$ cat config.mk
export PLATFORM = sky130hd
export DESIGN_NAME = pfs_top
export DESIGN_NICKNAME = d
export VERILOG_FILES = /design/src/logic/pfs_pkg.sv /design/src/logic/pfs_top.sv /design/src/logic/pfs_pin_cell.sv
export SDC_FILE = /design/constraint.sdc
export NUM_CORES = 1
export LEC_CHECK = 0
export BUFFER_PORTS_ARGS = -buffer_cell sky130_fd_sc_hd__buf_2
export CAP_MARGIN = 10
export CORE_MARGIN = 2
export CORE_UTILIZATION = 53
export CTS_CLUSTER_SIZE = 14
export DETAILED_ROUTE_END_ITERATION = 10
export PLACE_DENSITY = 0.91
export REMOVE_ABC_BUFFERS = 1
export SETUP_SLACK_MARGIN = 0.3
export SLEW_MARGIN = 30
export SYNTH_ARGS = -nofsm -noshare
export SYNTH_HDL_FRONTEND = slang
export SYNTH_SLANG_ARGS = --single-unit
export TNS_END_PERCENT = 20
$ cat constraint.sdc
create_clock -name sys_clk -period 4.6 [get_ports sys_clk]
set_clock_uncertainty 0.1 [all_clocks]
set_input_delay 0.69 -clock sys_clk [delete_from_list [all_inputs] [get_ports sys_clk]]
set_output_delay 0.69 -clock sys_clk [all_outputs]
set_load 0.05 [all_outputs]
$ cat src/logic/pfs_pkg.sv
// package: register map, field layout and pin function codes for the pin function select block
package pfs_pkg;
  localparam int unsigned ADDR_W = 16;
  localparam int unsigned DATA_W = 8;
  localparam logic [15:0] CFG_B_ADDR    = 16'h000F;
  localparam logic [15:0] CFG_C_ADDR    = 16'h0010;
  localparam logic [15:0] CTRL_ADDR     = 16'h0012;
  localparam logic [15:0] STATUS_ADDR   = 16'h0013;
  localparam logic [7:0]  CFG_B_RESET   = 8'h00;
  localparam logic [7:0]  CFG_C_RESET   = 8'h00;
  localparam logic [7:0]  CTRL_RESET    = 8'h00;
  localparam logic [7:0]  ZERO_BYTE     = 8'h00;
  localparam int unsigned LO_FIELD_LSB  = 0;
  localparam int unsigned HI_FIELD_LSB  = 3;
  localparam int unsigned CS_TOGGLE_BIT = 6;
  localparam int unsigned SPI_EN_BIT    = 0;
  localparam int unsigned NUM_PINS      = 4;
  localparam int unsigned FIRST_PIN     = 3;
  localparam logic [7:0]  CFG_B_MASK    = 8'h7F;
  localparam logic [7:0]  CFG_C_MASK    = 8'h3F;
  localparam logic [7:0]  CTRL_MASK     = 8'h01;

  typedef enum logic [2:0] {
    PFS_HIGH_Z      = 3'h0,
    PFS_ADC_TEMP    = 3'h1,
    PFS_ADC_ONLY    = 3'h2,
    PFS_DIG_IN      = 3'h3,
    PFS_OUT_HIGH    = 3'h4,
    PFS_OUT_LOW     = 3'h5,
    PFS_ADC_PULLUP  = 3'h6,
    PFS_ADC_PULLDN  = 3'h7
  } pfs_func_t;
endpackage

$ cat src/logic/pfs_top.sv
// pin function select: config registers for pins 3 to 6, spi override of pins 4 to 6, pin 1 current-sense toggle enable
//
// The strobed register port is this design's own decision.
`timescale 1ns/1ps
module pfs_top #(
  parameter int unsigned NPINS = pfs_pkg::NUM_PINS
) (
  // clock and reset
  input  wire logic                        sys_clk,
  input  wire logic                        arst_n,
  // register port
  input  wire logic [pfs_pkg::ADDR_W-1:0]  reg_addr,
  input  wire logic [pfs_pkg::DATA_W-1:0]  reg_wdata,
  input  wire logic                        reg_wr,
  input  wire logic                        reg_rd,
  output logic      [pfs_pkg::DATA_W-1:0]  reg_rdata,
  // spi master engine side
  input  wire logic                        spi_mosi,
  input  wire logic                        spi_sclk,
  output logic                             spi_en,
  output logic                             spi_miso,
  // pin 1 current-sense toggle
  output logic                             pin1_cs_toggle_en,
  // pads for pins 3..6, bit 0 is pin 3
  input  wire logic [pfs_pkg::NUM_PINS-1:0] pad_in,
  output logic      [pfs_pkg::NUM_PINS-1:0] pad_oe,
  output logic      [pfs_pkg::NUM_PINS-1:0] pad_out,
  output logic      [pfs_pkg::NUM_PINS-1:0] pad_in_en,
  output logic      [pfs_pkg::NUM_PINS-1:0] adc_en,
  output logic      [pfs_pkg::NUM_PINS-1:0] temp_cmp_en,
  output logic      [pfs_pkg::NUM_PINS-1:0] pull_up,
  output logic      [pfs_pkg::NUM_PINS-1:0] pull_down,
  output logic      [pfs_pkg::NUM_PINS-1:0] dig_in
);
  import pfs_pkg::*;

  localparam int unsigned FIELD_W  = 3;
  localparam int unsigned SCLK_IDX = 4 - FIRST_PIN;
  localparam int unsigned MISO_IDX = 5 - FIRST_PIN;
  localparam int unsigned MOSI_IDX = 6 - FIRST_PIN;

  logic [1:0]        rst_sync_q;
  logic              rst_n;
  logic [7:0]        cfg_b_q;
  logic [7:0]        cfg_c_q;
  logic [7:0]        ctrl_q;
  logic [7:0]        rdata_q;
  logic [NPINS-1:0]  in_meta_q;
  logic [NPINS-1:0]  in_sync_q;
  logic [2:0]        func [NPINS];
  logic [NPINS-1:0]  spi_own;
  logic [NPINS-1:0]  spi_oe;
  logic [NPINS-1:0]  spi_drv;
  logic [NPINS-1:0]  oe_c;
  logic [NPINS-1:0]  out_c;
  logic [NPINS-1:0]  ien_c;
  logic [NPINS-1:0]  adc_c;
  logic [NPINS-1:0]  tmp_c;
  logic [NPINS-1:0]  pu_c;
  logic [NPINS-1:0]  pd_c;
  logic              miso_q;

  // reset release through two flops
  always_ff @(posedge sys_clk or negedge arst_n) begin
    if (!arst_n) begin
      rst_sync_q <= 2'h0;
    end else begin
      rst_sync_q <= {rst_sync_q[0], 1'b1};
    end
  end
  assign rst_n = rst_sync_q[1];

  // write strobe aimed at one register
  function automatic logic wr_hit(input logic              wr,
                                  input logic [ADDR_W-1:0] addr,
                                  input logic [ADDR_W-1:0] target);
    return wr && (addr == target);
  endfunction

  // pin 3 and 4 fields and current-sense toggle enable
  always_ff @(posedge sys_clk or negedge rst_n) begin
    if (!rst_n) begin
      cfg_b_q <= CFG_B_RESET;
    end else if (wr_hit(reg_wr, reg_addr, CFG_B_ADDR)) begin
      cfg_b_q <= reg_wdata & CFG_B_MASK;
    end
  end

  // pin 5 and 6 fields
  always_ff @(posedge sys_clk or negedge rst_n) begin
    if (!rst_n) begin
      cfg_c_q <= CFG_C_RESET;
    end else if (wr_hit(reg_wr, reg_addr, CFG_C_ADDR)) begin
      cfg_c_q <= reg_wdata & CFG_C_MASK;
    end
  end

  // serial-host enable
  always_ff @(posedge sys_clk or negedge rst_n) begin
    if (!rst_n) begin
      ctrl_q <= CTRL_RESET;
    end else if (wr_hit(reg_wr, reg_addr, CTRL_ADDR)) begin
      ctrl_q <= reg_wdata & CTRL_MASK;
    end
  end

  // pad input synchroniser
  always_ff @(posedge sys_clk or negedge rst_n) begin
    if (!rst_n) begin
      in_meta_q <= '0;
      in_sync_q <= '0;
    end else begin
      in_meta_q <= pad_in;
      in_sync_q <= in_meta_q;
    end
  end

  // read data, one cycle after the strobe
  always_ff @(posedge sys_clk or negedge rst_n) begin
    if (!rst_n) begin
      rdata_q <= ZERO_BYTE;
    end else if (reg_rd) begin
      unique case (reg_addr)
        CFG_B_ADDR:  rdata_q <= cfg_b_q;
        CFG_C_ADDR:  rdata_q <= cfg_c_q;
        CTRL_ADDR:   rdata_q <= ctrl_q;
        STATUS_ADDR: rdata_q <= {{(8-NPINS){1'b0}}, in_sync_q};
        default:     rdata_q <= ZERO_BYTE;
      endcase
    end else begin
      rdata_q <= ZERO_BYTE;
    end
  end
  assign reg_rdata = rdata_q;

  assign spi_en            = ctrl_q[SPI_EN_BIT];
  assign pin1_cs_toggle_en = cfg_b_q[CS_TOGGLE_BIT];

  genvar gi;

  // function field per pin, two fields to a config byte; index 0 = pin 3
  generate
    for (gi = 0; gi < NPINS; gi++) begin : g_field
      if (gi < NPINS / 2) begin : g_lo_byte
        assign func[gi] = cfg_b_q[((gi % 2) != 0 ? HI_FIELD_LSB : LO_FIELD_LSB) +: FIELD_W];
      end else begin : g_hi_byte
        assign func[gi] = cfg_c_q[((gi % 2) != 0 ? HI_FIELD_LSB : LO_FIELD_LSB) +: FIELD_W];
      end
    end
  endgenerate

  // spi roles: pin 4 clock out, pin 5 data in, pin 6 data out; pin 3 never taken over
  generate
    for (gi = 0; gi < NPINS; gi++) begin : g_spi
      if (gi == SCLK_IDX || gi == MOSI_IDX) begin : g_drive
        assign spi_own[gi] = spi_en;
        assign spi_oe[gi]  = 1'b1;
        assign spi_drv[gi] = (gi == MOSI_IDX) ? spi_mosi : spi_sclk;
      end else if (gi == MISO_IDX) begin : g_sense
        assign spi_own[gi] = spi_en;
        assign spi_oe[gi]  = 1'b0;
        assign spi_drv[gi] = 1'b0;
      end else begin : g_free
        assign spi_own[gi] = 1'b0;
        assign spi_oe[gi]  = 1'b0;
        assign spi_drv[gi] = 1'b0;
      end
    end
  endgenerate

  // miso level handed to the spi engine, pin 5 only while the master owns it
  always_ff @(posedge sys_clk or negedge rst_n) begin
    if (!rst_n) begin
      miso_q <= 1'b0;
    end else begin
      miso_q <= spi_en & in_sync_q[MISO_IDX];
    end
  end
  assign spi_miso = miso_q;

  generate
    for (gi = 0; gi < NPINS; gi++) begin : g_pin
      pfs_pin_cell u_cell (
        .func        (func[gi]),
        .spi_own     (spi_own[gi]),
        .spi_oe      (spi_oe[gi]),
        .spi_out     (spi_drv[gi]),
        .pad_oe      (oe_c[gi]),
        .pad_out     (out_c[gi]),
        .pad_in_en   (ien_c[gi]),
        .adc_en      (adc_c[gi]),
        .temp_cmp_en (tmp_c[gi]),
        .pull_up     (pu_c[gi]),
        .pull_down   (pd_c[gi])
      );
    end
  endgenerate

  // registered pad controls
  always_ff @(posedge sys_clk or negedge rst_n) begin
    if (!rst_n) begin
      pad_oe      <= '0;
      pad_out     <= '0;
      pad_in_en   <= '0;
      adc_en      <= '0;
      temp_cmp_en <= '0;
      pull_up     <= '0;
      pull_down   <= '0;
      dig_in      <= '0;
    end else begin
      pad_oe      <= oe_c;
      pad_out     <= out_c;
      pad_in_en   <= ien_c;
      adc_en      <= adc_c;
      temp_cmp_en <= tmp_c;
      pull_up     <= pu_c;
      pull_down   <= pd_c;
      dig_in      <= in_sync_q & ien_c;
    end
  end
endmodule

$ cat src/logic/pfs_pin_cell.sv
// one pin: decodes a 3-bit function field into pad controls, with spi override
`timescale 1ns/1ps
module pfs_pin_cell (
  // function select
  input  wire logic [2:0] func,
  input  wire logic       spi_own,
  input  wire logic       spi_oe,
  input  wire logic       spi_out,
  // pad controls
  output logic            pad_oe,
  output logic            pad_out,
  output logic            pad_in_en,
  output logic            adc_en,
  output logic            temp_cmp_en,
  output logic            pull_up,
  output logic            pull_down
);
  import pfs_pkg::*;

  always_comb begin
    pad_oe      = 1'b0;
    pad_out     = 1'b0;
    pad_in_en   = 1'b0;
    adc_en      = 1'b0;
    temp_cmp_en = 1'b0;
    pull_up     = 1'b0;
    pull_down   = 1'b0;
    if (spi_own) begin
      pad_oe    = spi_oe;
      pad_out   = spi_out;
      pad_in_en = ~spi_oe;
    end else begin
      unique case (pfs_func_t'(func))
        PFS_HIGH_Z: ;
        PFS_ADC_TEMP: begin
          adc_en      = 1'b1;
          temp_cmp_en = 1'b1;
        end
        PFS_ADC_ONLY: adc_en = 1'b1;
        PFS_DIG_IN:   pad_in_en = 1'b1;
        PFS_OUT_HIGH: begin
          pad_oe  = 1'b1;
          pad_out = 1'b1;
        end
        PFS_OUT_LOW:  pad_oe = 1'b1;
        PFS_ADC_PULLUP: begin
          adc_en  = 1'b1;
          pull_up = 1'b1;
        end
        PFS_ADC_PULLDN: begin
          adc_en    = 1'b1;
          pull_down = 1'b1;
        end
      endcase
    end
  end
endmodule

==> results of run 1 <==
==> per-layer routing <==
layer / wire (um) / share of wire / vias up / track usage
met2: 2250 / 0.50 / 54 / 0.316
met1: 1870 / 0.42 / 747 / 0.242
met5: 0 / 0 / - / 0
met4: 41 / 0.0092 / 0 / 0.0713
met3: 305 / 0.068 / 5 / 0.0897
li1: - / - / 747 / -
==> final cells by class <==
cell class                      instances  share of cell area
Tap cell                               52              0.0218
Multi-Input combinational cell        100               0.247
Timing Repair Buffer                   75               0.126
Clock inverter                          3              0.0134
Inverter                                2             0.00251
Clock buffer                           13              0.0531
Sequential cell                        64               0.536
==> cell families after synthesis <==
group	count (synthesis)	synth area share
AOI/OAI and AO/OA	14	0.0468
xor gates and xnor gates	4	0.0147
buffers and inverters	9	0.0158
DFF	64	0.674
muxes	15	0.0711
other	2	0.00316
and+or+nand+nor	65	0.175
==> registers in the layout (all words and copies together) (netlist names) <==
signal and flops:
cfg_b_q 7, reg_rdata 7, cfg_c_q 6, adc_en 4, dig_in 4, in_meta_q 4, in_sync_q 4, pad_in_en 4
pad_oe 4, pad_out 4, pull_down 4, pull_up 4, temp_cmp_en 4, rst_sync_q 2, ctrl_q 1, spi_miso 1
==> through the flow <==
step	hold WS (ns)	cells	setup WS [ns]	util	total power, mW
global route	0.00409	309	2.22	0.692	1.12
global placement	0.232	293	2.43	0.646	0.616
floorplan	0.231	166	2.59	-	0.594
detailed placement	0.236	293	2.38	0.646	0.618
finish	0.0343	309	2.33	0.692	1.08
CTS	0.0140	309	2.31	0.692	1.09
==> power groups by stage <==
stage,Sequential (mW),Combinational [mW],Clock (mW)
6_report,0.569,0.0372,0.474
5_1_grt,0.569,0.0418,0.514
4_1_cts,0.569,0.0383,0.486
3_5_place_dp,0.580,0.0381,0
3_3_place_gp,0.580,0.0363,0
2_1_floorplan,0.587,0.00698,0
==> path summary, 6_finish.rpt <==
kind                                            to  slack, ns  cells past startpoint
setup reg to reg            reg_rdata[0]$_DFF_PN0_       2.97                      4
max in group asynchronous   pad_in_en[3]$_DFF_PN0_       3.60                      1
hold / removal             rst_sync_q[0]$_DFF_PN0_       0.03                      1
setup / recovery                            spi_en       2.33                      1
hold reg to reg            rst_sync_q[1]$_DFF_PN0_       0.25                      0
min in group sys_clk       rst_sync_q[1]$_DFF_PN0_       0.25                      0
==> layout by cell type, fill, tap and decap left out, types with 3 or more instances in the layout <==
cell type,instances
xnor2_1,3
nand2_1,9
nor3b_1,3
clkbuf_8,11
buf_2,74
nor3_1,4
nor2b_1,8
o2bb2ai_1,3
mux2_1,13
and3_1,3
and2_1,6
dfrtp_1,63
a22oi_1,6
nand2b_1,5
nor2_1,15
==> results by group, run 1 <==
Status
  • Run status: finished clean

Critical path
  • Critical Path Start Type: flip-flop
  • Top delay family on crit path: flip-flops
  • CP max stage delay: 0.77 ns
  • Crit Path Class: reg2out
  • Crit-path max FO: 21
  • CP startpoint: ctrl_q[0]$_DFFE_PN0P_
  • Crit-path slowest cell: dfrtp_1
  • CP Buf/Inv Count: 1
  • Crit path capture type: output port
  • Worst EP required: 3.81 ns
  • Worst EP arrival: 1.48 ns
  • Crit path cell chain: buf_2
  • Worst R2R Start: ctrl_q[0]$_DFFE_PN0P_

GRT
  • Largest net degree at the start of global routing: 63
  • First-pass GRT wire length: 7330 um
  • Grt total ovfl: 0
  • Antenna violations before repair: 0
  • Number of global-route vias before repair: 1544
  • Global Route Usage Sum: 0.199

Floorplanning
  • Die width: 71.0 um
  • DIE HEIGHT: 71.0 um
  • Initial core utilization: 0.550
  • Top Ports: 77
  • FP Rows: 24
  • Die Area: 5040 um2
  • Area of the core: 4320 um2

Job
  • Max_cap viols: 0

Clock tree
  • CTS sink count: 64
  • Post-cts repair resize count: 0
  • Worst skew pair latency: 0.33 ns
  • H-Tree Depth: 3
  • Num CTS Buffers: 9
  • Hold buffers post-CTS: 0
  • Clk buf depth: 2
  • Post-CTS Setup Inserts: 0
  • CTS clk-pin slew, worst paths: 0.06 ns
  • Root Driver: clkbuf_8
  • CTS tree: yes

Placement
  • # port buffers: 74
  • Post-Place Cell Area: 2790 um2
  • RePlAce Congestion: 0.777
  • Post-DP HPWL: 3130 um

Cells and area
  • Antenna diode count: 0
  • Multi-input gate area: 738 um2
  • Nets: 286
  • Layout cells sized above 1: 0.385
  • Layout Area Growth over Synthesis: 25.8%
  • Fillers: 337
  • Design area: 2990 um2
  • Reg area: 1600 um2

Synth
  • Register area share after synthesis: 0.674
  • Mapped cell area: 2380 um2
  • Most common cell in the netlist: dfrtp_1
  • Distinct cells, synth: 35
  • #FFs+latches synth: 64
  • Number of flops mapped to enable cells by yosys: 0
  • Top post-synthesis cells by count: dfrtp_1, nor2_1, mux2_1
  • Cell count after synthesis: 173
  • Synth top area cells: dfrtp_1, mux2_1, nor2_1, nor2b_1, a22oi_1
  • Post-synth top area share: 0.674
  • Top FF cell, synth: dfrtp_1
  • Mapped Avg Cell Area: 13.7 um2
  • Synth warn: 0
  • Async SR Flop Fraction: 1.00
  • Area leader, netlist: dfrtp_1

Routing
  • Post-Route WL: 4470 um
  • DRT Pass-1 Iters: 4
  • Total number of vias: 1553
  • ANT nets after route: 0
  • Vias/cell: 5.03
  • Drt first-iter violations: 108
  • WL/cell: 14.5 um
  • Remaining DRCs: 0

Timing
  • Actual slew at the worst max-slew pin: 0.741 ns
  • Setup tns final: 0 ns
  • RSZ-0062 raised after global routing: no
  • Final min period: 2.27 ns
  • Worst slew margin: 0.506
  • Final setup fails: 0
  • Fmax: 0.440 GHz
  • Hold Fails Final Rpt: 0
  • Final Max Slew Viols: 0
  • Period Utilization, post-route: 0.495

Min path
  • Hold Crit Class: in2async

Power and ir drop
  • Clock network power share: 0.439
  • Pwr/cell area: 361 nW/um2
  • Int Power: 860 uW
  • Lkg Pwr: 1.65 nW
  • Net Switching: 221 uW
  • Seq pwr share: 0.527
  • Max VDD drop: 0.000228 V
  • Comb pwr share: 0.034
  • Switch share: 0.205
(Power assumes the default switching activity.)
==> run 2, diff against run 1 <==
Settings changed: CORE_UTILIZATION 53 to 50, PLACE_DENSITY 0.91 to 0.87.
Clock period 4.6 ns to 2.2 ns, I/O delays scaled along.
==> run 2 against run 1 <==
Design area is 1.4% higher; clock-buffer cell count is 3 lower; die area is 5.7% higher; global-route usage is 1.5 points lower; sequential cell count stayed put; wire length is 3.0% lower; largest cell class unchanged.
==> results by group, run 2 (synthesis results as in run 1) <==
Status
  • Run status: finished clean

Placement
  • Post-DP HPWL: 3100 um
  • Placed insts: 297
  • # port buffers: 74
  • RePlAce Congestion: 0.778

Critical path
  • R2r setup slk: 0.77 ns
  • Worst EP required: 1.77 ns
  • Worst R2R Start: ctrl_q[0]$_DFFE_PN0P_
  • Worst EP arrival: 1.17 ns
  • Crit path cell chain: buf_2
  • Crit-path slowest cell: dfrtp_1
  • CP Buf/Inv Count: 1
  • Crit path capture type: output port
  • Crit-path max FO: 9
  • CP startpoint: ctrl_q[0]$_DFFE_PN0P_
  • Critical Path Start Type: flip-flop
  • Crit Path Class: reg2out
  • Top delay family on crit path: flip-flops
  • CP max stage delay: 0.51 ns

Floorplanning
  • Top Ports: 77
  • FP Rows: 25
  • Initial core utilization: 0.510
  • DIE HEIGHT: 73.0 um
  • Area of the core: 4660 um2
  • Die width: 73.0 um
  • Die Area: 5320 um2

GRT
  • Number of global-route vias before repair: 1622
  • First-pass GRT wire length: 7140 um
  • Grt total ovfl: 0
  • Global Route Usage Sum: 0.184
  • Largest net degree at the start of global routing: 63
  • Antenna violations before repair: 0

Clock tree
  • Num CTS Buffers: 9
  • CTS tree: yes
  • Root Driver: clkbuf_8
  • Post-CTS Setup Inserts: 0
  • Post-cts repair resize count: 0
  • Clk buf depth: 2
  • CTS clk-pin slew, worst paths: 0.07 ns
  • CTS sink count: 64
  • H-Tree Depth: 3
  • Worst skew pair latency: 0.33 ns

Cells and area
  • Most frequent cells in the layout: buf_2, dfrtp_1, nor2_1, mux2_1, clkbuf_8
  • Final non-filler cell total: 318
  • Final core utilization: 0.650
  • Most common cell after layout, fill and taps aside: buf_2
  • Antenna diode count: 0
  • Layout Area Growth over Synthesis: 27.5%
  • Nets: 293
  • Layout cells sized above 1: 0.390

Timing
  • Fmax: 0.623 GHz
  • Final Max Slew Viols: 0
  • Final min period: 1.60 ns
  • Worst slew margin: 0.509
  • Actual slew at the worst max-slew pin: 0.737 ns
  • Hold Fails Final Rpt: 0
  • Setup tns final: 0 ns
  • Period Utilization, post-route: 0.729
  • Final setup fails: 0
  • RSZ-0062 raised after global routing: no

Routing
  • Post-Route WL: 4340 um
  • Vias/cell: 5.14
  • ANT nets after route: 0
  • Remaining DRCs: 0
  • DRT Pass-1 Iters: 6
  • Drt first-iter violations: 99
  • Total number of vias: 1635
  • WL/cell: 13.6 um

Power and ir drop
  • Max VDD drop: 0.000351 V
  • Pwr/cell area: 700 nW/um2
  • Lkg Pwr: 1.66 nW

Min path
  • HP Start: spi_sclk
  • Hold Crit Class: in2reg

Job
  • Max_cap viols: 0
[run 2: final cells by class]
class | instances | area, um2
well taps | 54 | 67.6
repair buffers | 82 | 443
fillers | 375 | 1630
flip-flops and latches | 64 | 1600
clock inverters | 6 | 35.0
clock buffers | 10 | 138
multi-input cells | 100 | 738
inverters | 2 | 7.51
[run 2: what timing repair did]
action,CTS,global route
hold buffers,5,0
endpoints found under the hold margin,6,0
endpoints found under the setup margin,0,0
[run 2: stage by stage]
stage	total power, mW	hold slack [ns]	worst slack, ns	area, um2
after floorplan	1.24	-0.0656	0.186	2350
after global placement	1.29	0.0150	0.377	2810
after detailed placement	1.29	0.0165	0.335	2810
after CTS	2.15	0.103	0.589	3030
after global routing	2.21	0.118	0.525	3030
final	2.12	0.117	0.595	3030
[run 2: worst paths after layout]
kind	depth (start not counted)	to
max	1	spi_en
min	3	pad_out[1]$_DFF_PN0_
max reg2reg	4	pad_out[2]$_DFF_PN0_
min reg2reg	0	in_sync_q[0]$_DFF_PN0_
max in group asynchronous	1	reg_rdata[3]$_DFF_PN0_
min in group asynchronous	2	rst_sync_q[0]$_DFF_PN0_
[run 2: power breakdown]
part           total, mW  leakage [nW]  switching (mW)  internal, mW
Combinational     0.0839         0.704          0.0497        0.0343
Sequential          1.19         0.870         0.00366          1.19
Clock              0.848        0.0878           0.418         0.430
[run 2: per-layer routing]
layer,up-vias,track usage,part of all wire
li1,759,-,-
met1,800,0.227,0.41
met2,66,0.288,0.50
met3,10,0.0649,0.070
met4,0,0.0885,0.020
met5,-,0,0
